===== src/rtl/servo_limit_regs.vh =====
// Register offsets, field positions, reset values and limits of the servo limit block
`ifndef SERVO_LIMIT_REGS_VH
`define SERVO_LIMIT_REGS_VH
`define REG_OVERLOAD_SET 4'h0
`define REG_OVERSPEED_SET 4'h1
`define REG_RATIO_NUM 4'h2
`define REG_RATIO_SHIFT 4'h3
`define REG_RATIO_DEN 4'h4
`define REG_MOTOR_CFG 4'h5
`define REG_MEAS_LOAD 4'h6
`define REG_MEAS_SPEED 4'h7
`define REG_EFF_OVERLOAD 4'h8
`define REG_EFF_OVERSPEED 4'h9
`define REG_EFF_NUM 4'hA
`define REG_IRQ_STATUS 4'hB
`define REG_IRQ_CLEAR 4'hC
`define REG_IRQ_ENABLE 4'hD
`define REG_MAX_SPEED 4'hE
`define OVERLOAD_MAX 16'h01F4
`define OVERLOAD_DEFAULT 16'h0073
`define OVERSPEED_MAX 16'h4E20
`define NUM_MAX 15'h7FFF
`define SHIFT_MAX 5'h11
`define NUM_LIMIT 18'h20000
`define DEN_DEFAULT 15'h2710
`define DEN_MIN 15'h0001
`define ENC_RES_DEFAULT 18'h20000
`define MAX_SPEED_DEFAULT 16'h1770
`define TOL_ABS 16'h0003
`define TOL_INC 16'h0024
`define CFG_ENC_INC_BIT 0
`define IRQ_OVERLOAD_BIT 0
`define IRQ_OVERSPEED_BIT 1
`endif


===== src/rtl/ratio_numerator.v =====
// Effective scale ratio numerator with default and clamp
`timescale 1ns/1ps
`default_nettype none
module ratio_numerator (
   // Clock and reset
   input wire clock_i,
   input wire rst_n_i,
   // Settings
   input wire [14:0] scale_ratio_numerator_i,
   input wire [4:0] scale_ratio_numerator_shift_i,
   input wire [17:0] enc_res_i,
   // Result
   output reg [17:0] eff_num_o,
   output reg invalid_o
);
`include "servo_limit_regs.vh"
   reg [32:0] prod;
   always @* begin
      prod = {18'h00000, scale_ratio_numerator_i} << scale_ratio_numerator_shift_i;
   end
   always @(posedge clock_i) begin
      if (!rst_n_i) begin
         eff_num_o <= `ENC_RES_DEFAULT;
         invalid_o <= 1'b0;
      end else if (scale_ratio_numerator_i == 15'h0000) begin
         eff_num_o <= enc_res_i;
         invalid_o <= 1'b0;
      end else if (prod > {15'h0000, `NUM_LIMIT}) begin
         eff_num_o <= `NUM_LIMIT;
         invalid_o <= 1'b1;
      end else begin
         eff_num_o <= prod[17:0];
         invalid_o <= 1'b0;
      end
   end
endmodule
`default_nettype wire


===== src/rtl/servo_limit_and_scale_ratio.v =====
// Overload, over-speed thresholds and scale ratio with Avalon-MM registers
// How it works
// - Overload setting 0..500, zero means 115
// - Effective overload never above 115 percent
// - Over-speed setting 0..20000, zero means 1.2x
// - Effective over-speed at most 1.2x max
// - Speed detection tolerance 3 or 36 r/min
// - Ratio numerator times two to shift
// - Numerator zero uses encoder resolution
// - Numerator after shift limited to 131072
// - Denominator 1..32767, default 10000
//
// Local design decisions: the register addresses and the Avalon-MM slave port.
`timescale 1ns/1ps
`default_nettype none
module servo_limit_and_scale_ratio (
   // Clock and reset
   input wire clock_i,
   input wire rst_n_i,
   // Avalon-MM slave
   input wire [3:0] avs_address_i,
   input wire avs_read_i,
   input wire avs_write_i,
   input wire [31:0] avs_writedata_i,
   output reg [31:0] avs_readdata_o,
   output reg avs_waitrequest_o,
   // Feedback
   input wire [15:0] meas_load_i,
   input wire [15:0] meas_speed_i,
   input wire meas_valid_i,
   // Results
   output reg [15:0] eff_overload_o,
   output reg [15:0] eff_overspeed_o,
   output reg [17:0] eff_numerator_o,
   output reg [14:0] eff_denominator_o,
   output reg fault_o,
   output reg irq_o
);
`include "servo_limit_regs.vh"
   localparam [2:0] ST_IDLE = 3'b001;
   localparam [2:0] ST_ACK = 3'b010;
   localparam [2:0] ST_DONE = 3'b100;

   reg [2:0] state_r;
   reg [15:0] overload_level_setting_r;
   reg [15:0] overspeed_level_setting_r;
   reg [14:0] scale_ratio_numerator_r;
   reg [4:0] scale_ratio_numerator_shift_r;
   reg [14:0] scale_ratio_denominator_r;
   reg [17:0] enc_res_r;
   reg [15:0] max_speed_r;
   reg enc_inc_r;
   reg [15:0] load_r;
   reg [15:0] speed_r;
   reg [1:0] irq_status_r;
   reg [1:0] irq_enable_r;
   reg [1:0] irq_clear_nxt;
   reg [15:0] ovl_nxt;
   reg [15:0] ovs_nxt;
   reg [15:0] speed_limit;
   reg [15:0] tol;
   reg over_load;
   reg over_speed;
   reg [31:0] rd_nxt;
   reg num_invalid_r;
   wire [17:0] eff_num;
   wire num_invalid;
   wire wr_go;

   // Clamp a setting into [lo, hi]
   function [15:0] clamp16;
      input [15:0] v;
      input [15:0] lo;
      input [15:0] hi;
      begin
         if (v < lo) begin
            clamp16 = lo;
         end else if (v > hi) begin
            clamp16 = hi;
         end else begin
            clamp16 = v;
         end
      end
   endfunction

   // Strictly above threshold plus margin; one bit wider so the sum cannot wrap
   function exceeds;
      input [15:0] val;
      input [15:0] thr;
      input [15:0] margin;
      begin
         exceeds = {1'b0, val} > ({1'b0, thr} + {1'b0, margin});
      end
   endfunction

   // 1.2x maximum speed as top + top/5, truncated; top stays below 2^15
   function [15:0] speed_ceiling;
      input [15:0] top;
      begin
         speed_ceiling = top + top / 16'd5;
      end
   endfunction

   ratio_numerator u_num (
      .clock_i(clock_i),
      .rst_n_i(rst_n_i),
      .scale_ratio_numerator_i(scale_ratio_numerator_r),
      .scale_ratio_numerator_shift_i(scale_ratio_numerator_shift_r),
      .enc_res_i(enc_res_r),
      .eff_num_o(eff_num),
      .invalid_o(num_invalid)
   );

   // One wait cycle per access; write lands on the ack edge
   assign wr_go = (state_r == ST_ACK) && avs_write_i;

   always @(posedge clock_i) begin
      if (!rst_n_i) begin
         state_r <= ST_IDLE;
         avs_waitrequest_o <= 1'b1;
      end else begin
         case (state_r)
            ST_IDLE: begin
               if (avs_read_i || avs_write_i) begin
                  state_r <= ST_ACK;
                  avs_waitrequest_o <= 1'b0;
               end
            end
            ST_ACK: begin
               state_r <= ST_DONE;
               avs_waitrequest_o <= 1'b1;
            end
            ST_DONE: begin
               state_r <= ST_IDLE;
            end
            default: begin
               state_r <= ST_IDLE;
               avs_waitrequest_o <= 1'b1;
            end
         endcase
      end
   end

   // Effective thresholds
   always @* begin
      if (overload_level_setting_r == 16'h0000) begin
         ovl_nxt = `OVERLOAD_DEFAULT;
      end else if (overload_level_setting_r > `OVERLOAD_DEFAULT) begin
         ovl_nxt = `OVERLOAD_DEFAULT;
      end else begin
         ovl_nxt = overload_level_setting_r;
      end
      speed_limit = speed_ceiling(max_speed_r);
      if (overspeed_level_setting_r == 16'h0000) begin
         ovs_nxt = speed_limit;
      end else begin
         ovs_nxt = clamp16(overspeed_level_setting_r, 16'h0000, speed_limit);
      end
      tol = enc_inc_r ? `TOL_INC : `TOL_ABS;
      over_load = exceeds(load_r, eff_overload_o, 16'h0000);
      // Tolerance band: fire only past threshold plus detection error
      over_speed = exceeds(speed_r, eff_overspeed_o, tol);
   end

   always @* begin
      irq_clear_nxt = 2'b00;
      if (wr_go && avs_address_i == `REG_IRQ_CLEAR) begin
         irq_clear_nxt = avs_writedata_i[1:0];
      end
      case (avs_address_i)
         `REG_OVERLOAD_SET: rd_nxt = {16'h0000, overload_level_setting_r};
         `REG_OVERSPEED_SET: rd_nxt = {16'h0000, overspeed_level_setting_r};
         `REG_RATIO_NUM: rd_nxt = {17'h00000, scale_ratio_numerator_r};
         `REG_RATIO_SHIFT: rd_nxt = {27'h0000000, scale_ratio_numerator_shift_r};
         `REG_RATIO_DEN: rd_nxt = {17'h00000, scale_ratio_denominator_r};
         `REG_MOTOR_CFG: rd_nxt = {enc_inc_r, 13'h0000, enc_res_r};
         `REG_MAX_SPEED: rd_nxt = {16'h0000, max_speed_r};
         `REG_MEAS_LOAD: rd_nxt = {16'h0000, load_r};
         `REG_MEAS_SPEED: rd_nxt = {16'h0000, speed_r};
         `REG_EFF_OVERLOAD: rd_nxt = {16'h0000, eff_overload_o};
         `REG_EFF_OVERSPEED: rd_nxt = {16'h0000, eff_overspeed_o};
         `REG_EFF_NUM: rd_nxt = {13'h0000, num_invalid_r, eff_numerator_o};
         `REG_IRQ_STATUS: rd_nxt = {30'h00000000, irq_status_r};
         `REG_IRQ_ENABLE: rd_nxt = {30'h00000000, irq_enable_r};
         default: rd_nxt = 32'h00000000;
      endcase
   end

   always @(posedge clock_i) begin
      if (!rst_n_i) begin
         overload_level_setting_r <= 16'h0000;
         overspeed_level_setting_r <= 16'h0000;
         scale_ratio_numerator_r <= 15'h0000;
         scale_ratio_numerator_shift_r <= 5'h00;
         scale_ratio_denominator_r <= `DEN_DEFAULT;
         enc_res_r <= `ENC_RES_DEFAULT;
         max_speed_r <= `MAX_SPEED_DEFAULT;
         enc_inc_r <= 1'b0;
         irq_enable_r <= 2'b00;
         avs_readdata_o <= 32'h00000000;
      end else begin
         if (state_r == ST_IDLE && avs_read_i) begin
            avs_readdata_o <= rd_nxt;
         end
         if (wr_go) begin
            case (avs_address_i)
               `REG_OVERLOAD_SET:
                  overload_level_setting_r <= clamp16(avs_writedata_i[15:0], 16'h0000,
                     `OVERLOAD_MAX);
               `REG_OVERSPEED_SET:
                  overspeed_level_setting_r <= clamp16(avs_writedata_i[15:0], 16'h0000,
                     `OVERSPEED_MAX);
               `REG_RATIO_NUM: scale_ratio_numerator_r <= avs_writedata_i[14:0];
               `REG_RATIO_SHIFT: begin
                  if (avs_writedata_i[4:0] > `SHIFT_MAX) begin
                     scale_ratio_numerator_shift_r <= `SHIFT_MAX;
                  end else begin
                     scale_ratio_numerator_shift_r <= avs_writedata_i[4:0];
                  end
               end
               `REG_RATIO_DEN: begin
                  if (avs_writedata_i[14:0] < `DEN_MIN) begin
                     scale_ratio_denominator_r <= `DEN_MIN;
                  end else begin
                     scale_ratio_denominator_r <= avs_writedata_i[14:0];
                  end
               end
               `REG_MOTOR_CFG: begin
                  enc_res_r <= avs_writedata_i[17:0];
                  enc_inc_r <= avs_writedata_i[31];
               end
               // Kept below 2^15 so the 1.2x ceiling still fits 16 bits
               `REG_MAX_SPEED: max_speed_r <= {1'b0, avs_writedata_i[14:0]};
               `REG_IRQ_ENABLE: irq_enable_r <= avs_writedata_i[1:0];
               default: begin
               end
            endcase
         end
      end
   end

   always @(posedge clock_i) begin
      if (!rst_n_i) begin
         load_r <= 16'h0000;
         speed_r <= 16'h0000;
         eff_overload_o <= `OVERLOAD_DEFAULT;
         eff_overspeed_o <= speed_ceiling(`MAX_SPEED_DEFAULT);
         eff_numerator_o <= `ENC_RES_DEFAULT;
         num_invalid_r <= 1'b0;
         eff_denominator_o <= `DEN_DEFAULT;
         fault_o <= 1'b0;
         irq_status_r <= 2'b00;
         irq_o <= 1'b0;
      end else begin
         if (meas_valid_i) begin
            load_r <= meas_load_i;
            speed_r <= meas_speed_i;
         end
         eff_overload_o <= ovl_nxt;
         eff_overspeed_o <= ovs_nxt;
         eff_numerator_o <= eff_num;
         // Flag aligned with the numerator it qualifies
         num_invalid_r <= num_invalid;
         eff_denominator_o <= scale_ratio_denominator_r;
         fault_o <= over_load || over_speed;
         // Set wins over clear in the same cycle
         irq_status_r <= (irq_status_r & ~irq_clear_nxt) | {over_speed, over_load};
         irq_o <= |(((irq_status_r & ~irq_clear_nxt) | {over_speed, over_load}) & irq_enable_r);
      end
   end
endmodule
`default_nettype wire


===== config.mk =====
export PLATFORM = sky130hd
export DESIGN_NAME = servo_limit_and_scale_ratio
export DESIGN_NICKNAME = d
export VERILOG_FILES = /design/src/rtl/ratio_numerator.v /design/src/rtl/servo_limit_and_scale_ratio.v
export VERILOG_INCLUDE_DIRS = /design/src /design/src/rtl
export SDC_FILE = /design/constraint.sdc
export NUM_CORES = 1
export LEC_CHECK = 0
export BUFFER_PORTS_ARGS = -buffer_cell sky130_fd_sc_hd__clkbuf_2
export CAP_MARGIN = 15
export CORE_MARGIN = 10
export CORE_UTILIZATION = 49
export DETAILED_ROUTE_END_ITERATION = 10
export GPL_ROUTABILITY_DRIVEN = 0
export PLACE_DENSITY = 0.69
export SYNTH_ARGS = -nofsm -noshare
export SYNTH_HDL_FRONTEND = slang
export SYNTH_SLANG_ARGS = --single-unit
export TNS_END_PERCENT = 5

===== constraint.sdc =====
create_clock -name clock_i -period 11.36 [get_ports clock_i]
set_input_delay 2.272 -clock clock_i [delete_from_list [all_inputs] [get_ports clock_i]]
set_output_delay 2.272 -clock clock_i [all_outputs]
set_load 0.1 [all_outputs]

Word level (Yosys, flattened, before mapping)
Cells that the tools add are included.
{ "word_totals": {"reg_bits": 260, "output_inout_bits": 100, "wordCells": 103} }
{ "op_classes": {"add_sub_neg": 2, "div": 1, "n_lt_le_gt_ge": 11, "n_eq_ne": 18, "shifts": 1, "mux": 19, "n_bitwise": 6, "reduce_logical": 21} }
{ "ops": {"columns": ["cell", "n"], "rows": [
  ["$pmux 32 s14", 1],
  ["$mux 16", 7],
  ["$mux 18", 2],
  ["$gt 33x18->1 const B", 1],
  ["$shl 15x5->33", 1],
  ["$gt 16x16->1", 2],
  ["$logic_not 16->1", 2],
  ["$lt 16x1->1 const B", 2],
  ["$eq 4x4->1 const B", 7],
  ["$reduce_and 2->1", 9],
  ["$add 16x6->17", 1],
  ["$gt 16x17->1", 1],
  ["$add 15x16->16", 1],
  ["$div 15x3->16 const B", 1],
  ["$eq 4x3->1 const B", 4],
  ["$gt 16x15->1 const B", 1],
  ["$gt 16x7->1 const B", 1],
  ["$gt 16x9->1 const B", 1],
  ["$logic_not 15->1", 1],
  ["$lt 15x1->1 const B", 1],
  ["$mux 15", 1],
  ["$eq 4x2->1 const B", 2],
  ["$mux 6", 1],
  ["$pmux 3 s2", 1],
  ["other kinds (20)", 27]
]} }

Depth between registers and ports, before layout
{ "depth": {"depth_word": 9, "depth_mapped": 55, "mapped_depth_nobuf": 49} }

Modules after synthesis
From an unflattened synthesis, not the netlist that was laid out.
{ "unflattened": {"hier_cells": 1879, "area_unflattened_um2": 15845.2} }
{ "by_module_without_submodules": {"columns": ["mod", "instances", "cells_per_inst", "area_per_inst_um2"], "rows": [
  ["servo_limit_and_scale_ratio", 1, 1595, 13474.2],
  ["ratio_numerator", 1, 284, 2371.0]
]} }

Worst setup path before layout
OpenSTA, ideal clock, no wires.
{ "synth_timing": {"path_type": "reg2reg", "startpoint": "register max_speed_r[12]", "endpoint": "register eff_overspeed_o[11]", "setup_time_ps": 120, "arrival_time_ps": 9365, "required_ps": 11240, "path_slack_ps": 1875, "path_stages_with_launch": 54, "n_path_buf": 4, "cell_sequence": "dfxtp_1 > and3b_1 > o311a_1 > o2111ai_2 > o311ai_4 > or3_1 > buf_6 > buf_6 > a211oi_1 > nor4_1 > a311oi_2 > o22ai_1 > a22oi_1 > nand2_1 > a211oi_1 > o32ai_1 > ha_1 > inv_1 > [... 18 more ...] > o21ai_0 > a21oi_1 > o21ai_0 > a21oi_1 > nand2b_1 > ha_1 > a21oi_1 > nor2b_1 > o21ai_0 > nand2b_1 > a221oi_1 > a31o_2 > clkbuf_1 > nand2_1 > inv_1 > clkbuf_1 > nor2_1 > a211o_1"} }
{ "synth_between": {"elab_chain_len": 6} }
{ "synth_rtl": {"columns": ["item", "line", "rtl"], "rows": [
  ["start, declared", "servo_limit_and_scale_ratio.v:51", "reg [15:0] max_speed_r;"],
  ["start signal, assigned", "servo_limit_and_scale_ratio.v:197", "max_speed_r <= `MAX_SPEED_DEFAULT;"],
  ["start signal, assigned", "servo_limit_and_scale_ratio.v:233", "`REG_MAX_SPEED: max_speed_r <= {1'b0, avs_writedata_i[14:0]};"],
  ["$div 15x3->16", "servo_limit_and_scale_ratio.v:100", "speed_ceiling = top + top / 16'd5;"],
  ["$add 15x16->16 (*)", "servo_limit_and_scale_ratio.v:100", null],
  ["$gt 16x16->1", "servo_limit_and_scale_ratio.v:78", "end else if (v > hi) begin"],
  ["$mux 16", "servo_limit_and_scale_ratio.v:78", null],
  ["$mux 16", "servo_limit_and_scale_ratio.v:76", "if (v < lo) begin"],
  ["$mux 16 (*)", "servo_limit_and_scale_ratio.v:154", "if (overspeed_level_setting_r == 16'h0000) begin"],
  ["end signal, assigned", "servo_limit_and_scale_ratio.v:247", "eff_overspeed_o <= speed_ceiling(`MAX_SPEED_DEFAULT);"],
  ["end signal, assigned", "servo_limit_and_scale_ratio.v:260", "eff_overspeed_o <= ovs_nxt;"],
  ["end, declared", "servo_limit_and_scale_ratio.v:33", "output reg [15:0] eff_overspeed_o,"]
]} }
Mark *: on every way between the ends. The rest lies on a longest branch, timed or not.
A chain may end at the register's enable or synchronous reset.

Final worst setup path
{ "layout_timing": {"startpoint": "register max_speed_r[14]", "endpoint": "register eff_overspeed_o[14]"} }
The elaborated chain is that of the path after synthesis.

==> flow_metrics.py <==
metrics = {
    "timing": {
        "finalClockSkew_ns": 0.0156,
        "slew_headroom": 0.240,
        "period_minus_slack_ns": 10.40,
        "setup_viol_count_final": 0,
        "rsz0062_at_grt": "false",
        "slew_violations": 0,
        "tns_ns": 0,
        "max_slew.worst_pin.slew_ns": 1.14,
        "hold_viol_final": 0,
        "period_share": 0.915,
        "fmax_ghz": 0.0962,
    },
    "global_route": {
        "grt_util_all_layers": 0.264,
        "grt_max_degree": 86,
        "antenna_found_initial": 0,
        "grt_overflow": 0,
        "grt_pass1_vias": 13470,
        "grt_pass1_wl_mm": 81.1,
    },
    "layout": {
        "regArea_um2": 4970,
        "layout_commonest_cell": "dfxtp_1",
        "mostFrequentLayoutCells": "dfxtp_1 (244), nand2_1 (205), nor2_1 (169), a21oi_1 (148), clkbuf_2 (147)",
        "area_growth_pct": 13.6,
        "layout.nets": 2037,
        "fin_area_um2": 16700,
        "multi_input_area_um2": 8990,
        "drive_gt1_frac": 0.164,
        "n_antenna_cell": 0,
        "nFillCells": 2731,
    },
    "clocking": {
        "ctsLongestPathBuffers": 3,
        "cts_tree": "built",
        "insertion_delay_ns": 0.57,
        "htreeDepth": 1,
        "root_buffer": "clkbuf_16",
        "clkTransAtPathRegs_ns": 0.06,
        "postCtsHoldBufs": 0,
        "cts_buffers": 27,
        "clock_sinks": 248,
    },
    "setup_path": {
        "cp-start-kind": "register",
        "ff2ff_path_depth": 51,
        "cp_common_cell": "o21ai_0",
        "cpPeakStageDelay_ns": 0.58,
        "critPathCaptureType": "register",
        "timing.reg2reg.setup_slack_ns": 0.96,
        "r2r-start": "max_speed_r[14]",
        "path_max_fanout": 16,
        "cpMaxStageDelayCell": "or3_4",
        "critical_path_class": "register to register",
        "required_ns": 11.80,
        "cp.arrival_ns": 10.84,
        "r2r-end": "eff_overspeed_o[14]",
    },
    "yosys": {
        "synthTopCellsByArea": "dfxtp_1 (34%), ha_1 (5.7%), nand2_1 (5.2%), a21oi_1 (5.1%), nor2_1 (4.3%)",
        "synth-seq-cells": 248,
        "synth_ff_type": "dfxtp_1",
        "syn-cell-area_um2": 14700,
        "syn_avg_cell_area_um2": 8.16,
        "yosys_warnings": 0,
        "synth_edf_count": 0,
        "ys_async_sr_fraction": 0,
        "syn_inst": 1804,
        "yosysSeqAreaShare": 0.337,
        "synth_top_area_frac": 0.337,
        "synth_largest_area_cell": "dfxtp_1",
        "ys_types": 104,
    },
    "placed_design": {
        "io_buffers": 147,
        "hpwl_mm": 38.6,
        "place_area_um2": 15700,
    },
    "run_status": {
        "status": "complete, no violations",
    },
    "min_path": {
        "min_path_cells": 1,
        "holdPathEnd": "eff_numerator_o[17]",
        "hp-start": "u_num.eff_num_o[17]",
        "hold_class": "register to register",
    },
    "floorplanning": {
        "rows": 63,
        "ios": 173,
        "chipWidth_um": 193,
        "core_um2": 29600,
        "die_h_um": 193,
        "die_area_um2": 37400,
        "initial_core_util": 0.496,
    },
    "power_and_ir_drop": {
        "ir_drop_mv": 0.0845,
        "p_leak_nw": 6.84,
        "power.density_nw_per_um2": 124,
    },
    "detailed_routing": {
        "drt-total-wl_mm": 52.9,
        "drt_first_pass_iters": 9,
        "via_per_inst": 6.41,
        "drtIter0Drc": 1974,
        "post_drt_wl_per_cell_um": 23.0,
        "drc": 0,
        "ant_nets": 0,
        "vias": 14791,
    },
    "flow_run": {
        "drv_cap": 0,
    },
}
## flip-flops by register name, indices dropped and copies added, names as in the netlist, 18 cells and up
name and flops:
eff_numerator_o 18, avs_readdata_o 20, enc_res_r 18, u_num.eff_num_o 18
## power breakdown
part / internal (W) / leakage (nW) / switching (W)
Clock: 0.000555 / 0.462 / 0.000389
Sequential: 0.000885 / 2.01 / 0.0000210
Combinational: 0.0000580 / 4.37 / 0.000163
## worst max path at each step
stage	depth (start not counted)	slack (ns)	start	endpoint
detailed placement	50	0.18	max_speed_r[13]	eff_overspeed_o[14]
global placement	50	0.44	max_speed_r[13]	eff_overspeed_o[14]
global route	51	0.03	max_speed_r[14]	eff_overspeed_o[14]
CTS	50	0.12	max_speed_r[13]	eff_overspeed_o[14]
finish	51	0.96	max_speed_r[14]	eff_overspeed_o[14]
floorplan	53	1.87	max_speed_r[12]	eff_overspeed_o[11]
## cell type report
type | instances | area share
repair buffers | 186 | 0.0618
inverters | 70 | 0.0159
flip-flops and latches | 248 | 0.298
multi-input cells | 1362 | 0.538
well taps | 390 | 0.0292
clock buffers | 35 | 0.0464
clock inverters | 15 | 0.0111
## through the flow
| stage | hold slack (ns) | util | power, W | instances | setup slack (ns) |
|---|---|---|---|---|---|
| final | 0.411 | 0.564 | 0.00207 | 2306 | 0.963 |
| after global routing | 0.446 | 0.564 | 0.00213 | 2306 | 0.0271 |
| after CTS | 0.411 | 0.561 | 0.00206 | 2303 | 0.115 |
| after detailed placement | 0.404 | 0.528 | 0.00114 | 2253 | 0.177 |
| after global placement | 0.391 | 0.528 | 0.00114 | 2253 | 0.440 |
| after floorplan | 0.386 | - | 0.00108 | 1824 | 1.87 |
## cells in the mapped netlist, types with 14 or more instances
master,n
dfxtp_1,248
nand2_1,205
nor2_1,169
a21oi_1,149
clkbuf_1,99
inv_1,68
ha_1,67
o21ai_0,64
a22oi_1,60
mux2i_1,50
and2_1,40
nor3_1,34
nand3_1,33
nand2b_1,31
a221oi_1,25
nor4_1,24
o21a_1,22
a21o_1,21
buf_4,21
a22o_1,20
and3_1,20
nor2b_1,20
nand4_1,18
a31oi_1,17
xor2_1,17
xnor2_1,16
or3_1,15
a222oi_1,14
## cells by family (layout without fill, tap and decap cells)
| group | count (synthesis) | in the layout | synth area share |
|---|---|---|---|
| flops | 248 | 248 | 0.337 |
| mux | 68 | 68 | 0.0539 |
| other cells | 1 | 21 | 0.000255 |
| buf+inv | 215 | 306 | 0.0636 |
| fa+ha+maj | 69 | 69 | 0.0597 |
| simple gates | 649 | 650 | 0.214 |
| compound gates | 520 | 520 | 0.250 |
| xor+xnor | 34 | 34 | 0.0207 |
## worst max-delay path, delay by kind of cell (launching register included)
| kind | cells | cell delay, ns |
|---|---|---|
| fa+ha+maj | 6 | 1.77 |
| flops | 1 | 0.53 |
| buf+inv | 5 | 0.61 |
| compound gates | 27 | 4.75 |
| simple gates | 13 | 2.61 |
## layer usage
layer	GRT usage	wire (um)	part of all wire	up-vias
met5	0	0	0	-
met4	0.112	2480	0.047	0
met3	0.0456	5690	0.11	146
met2	0.391	22400	0.42	991
met1	0.369	22300	0.42	6929
li1	-	-	-	6725
## timing repair
action | CTS | global route
resized for setup | 0 | 24
setup buffers | 0 | 2
endpoints found under the setup margin | 0 | 16
(Power assumes the default switching activity.)
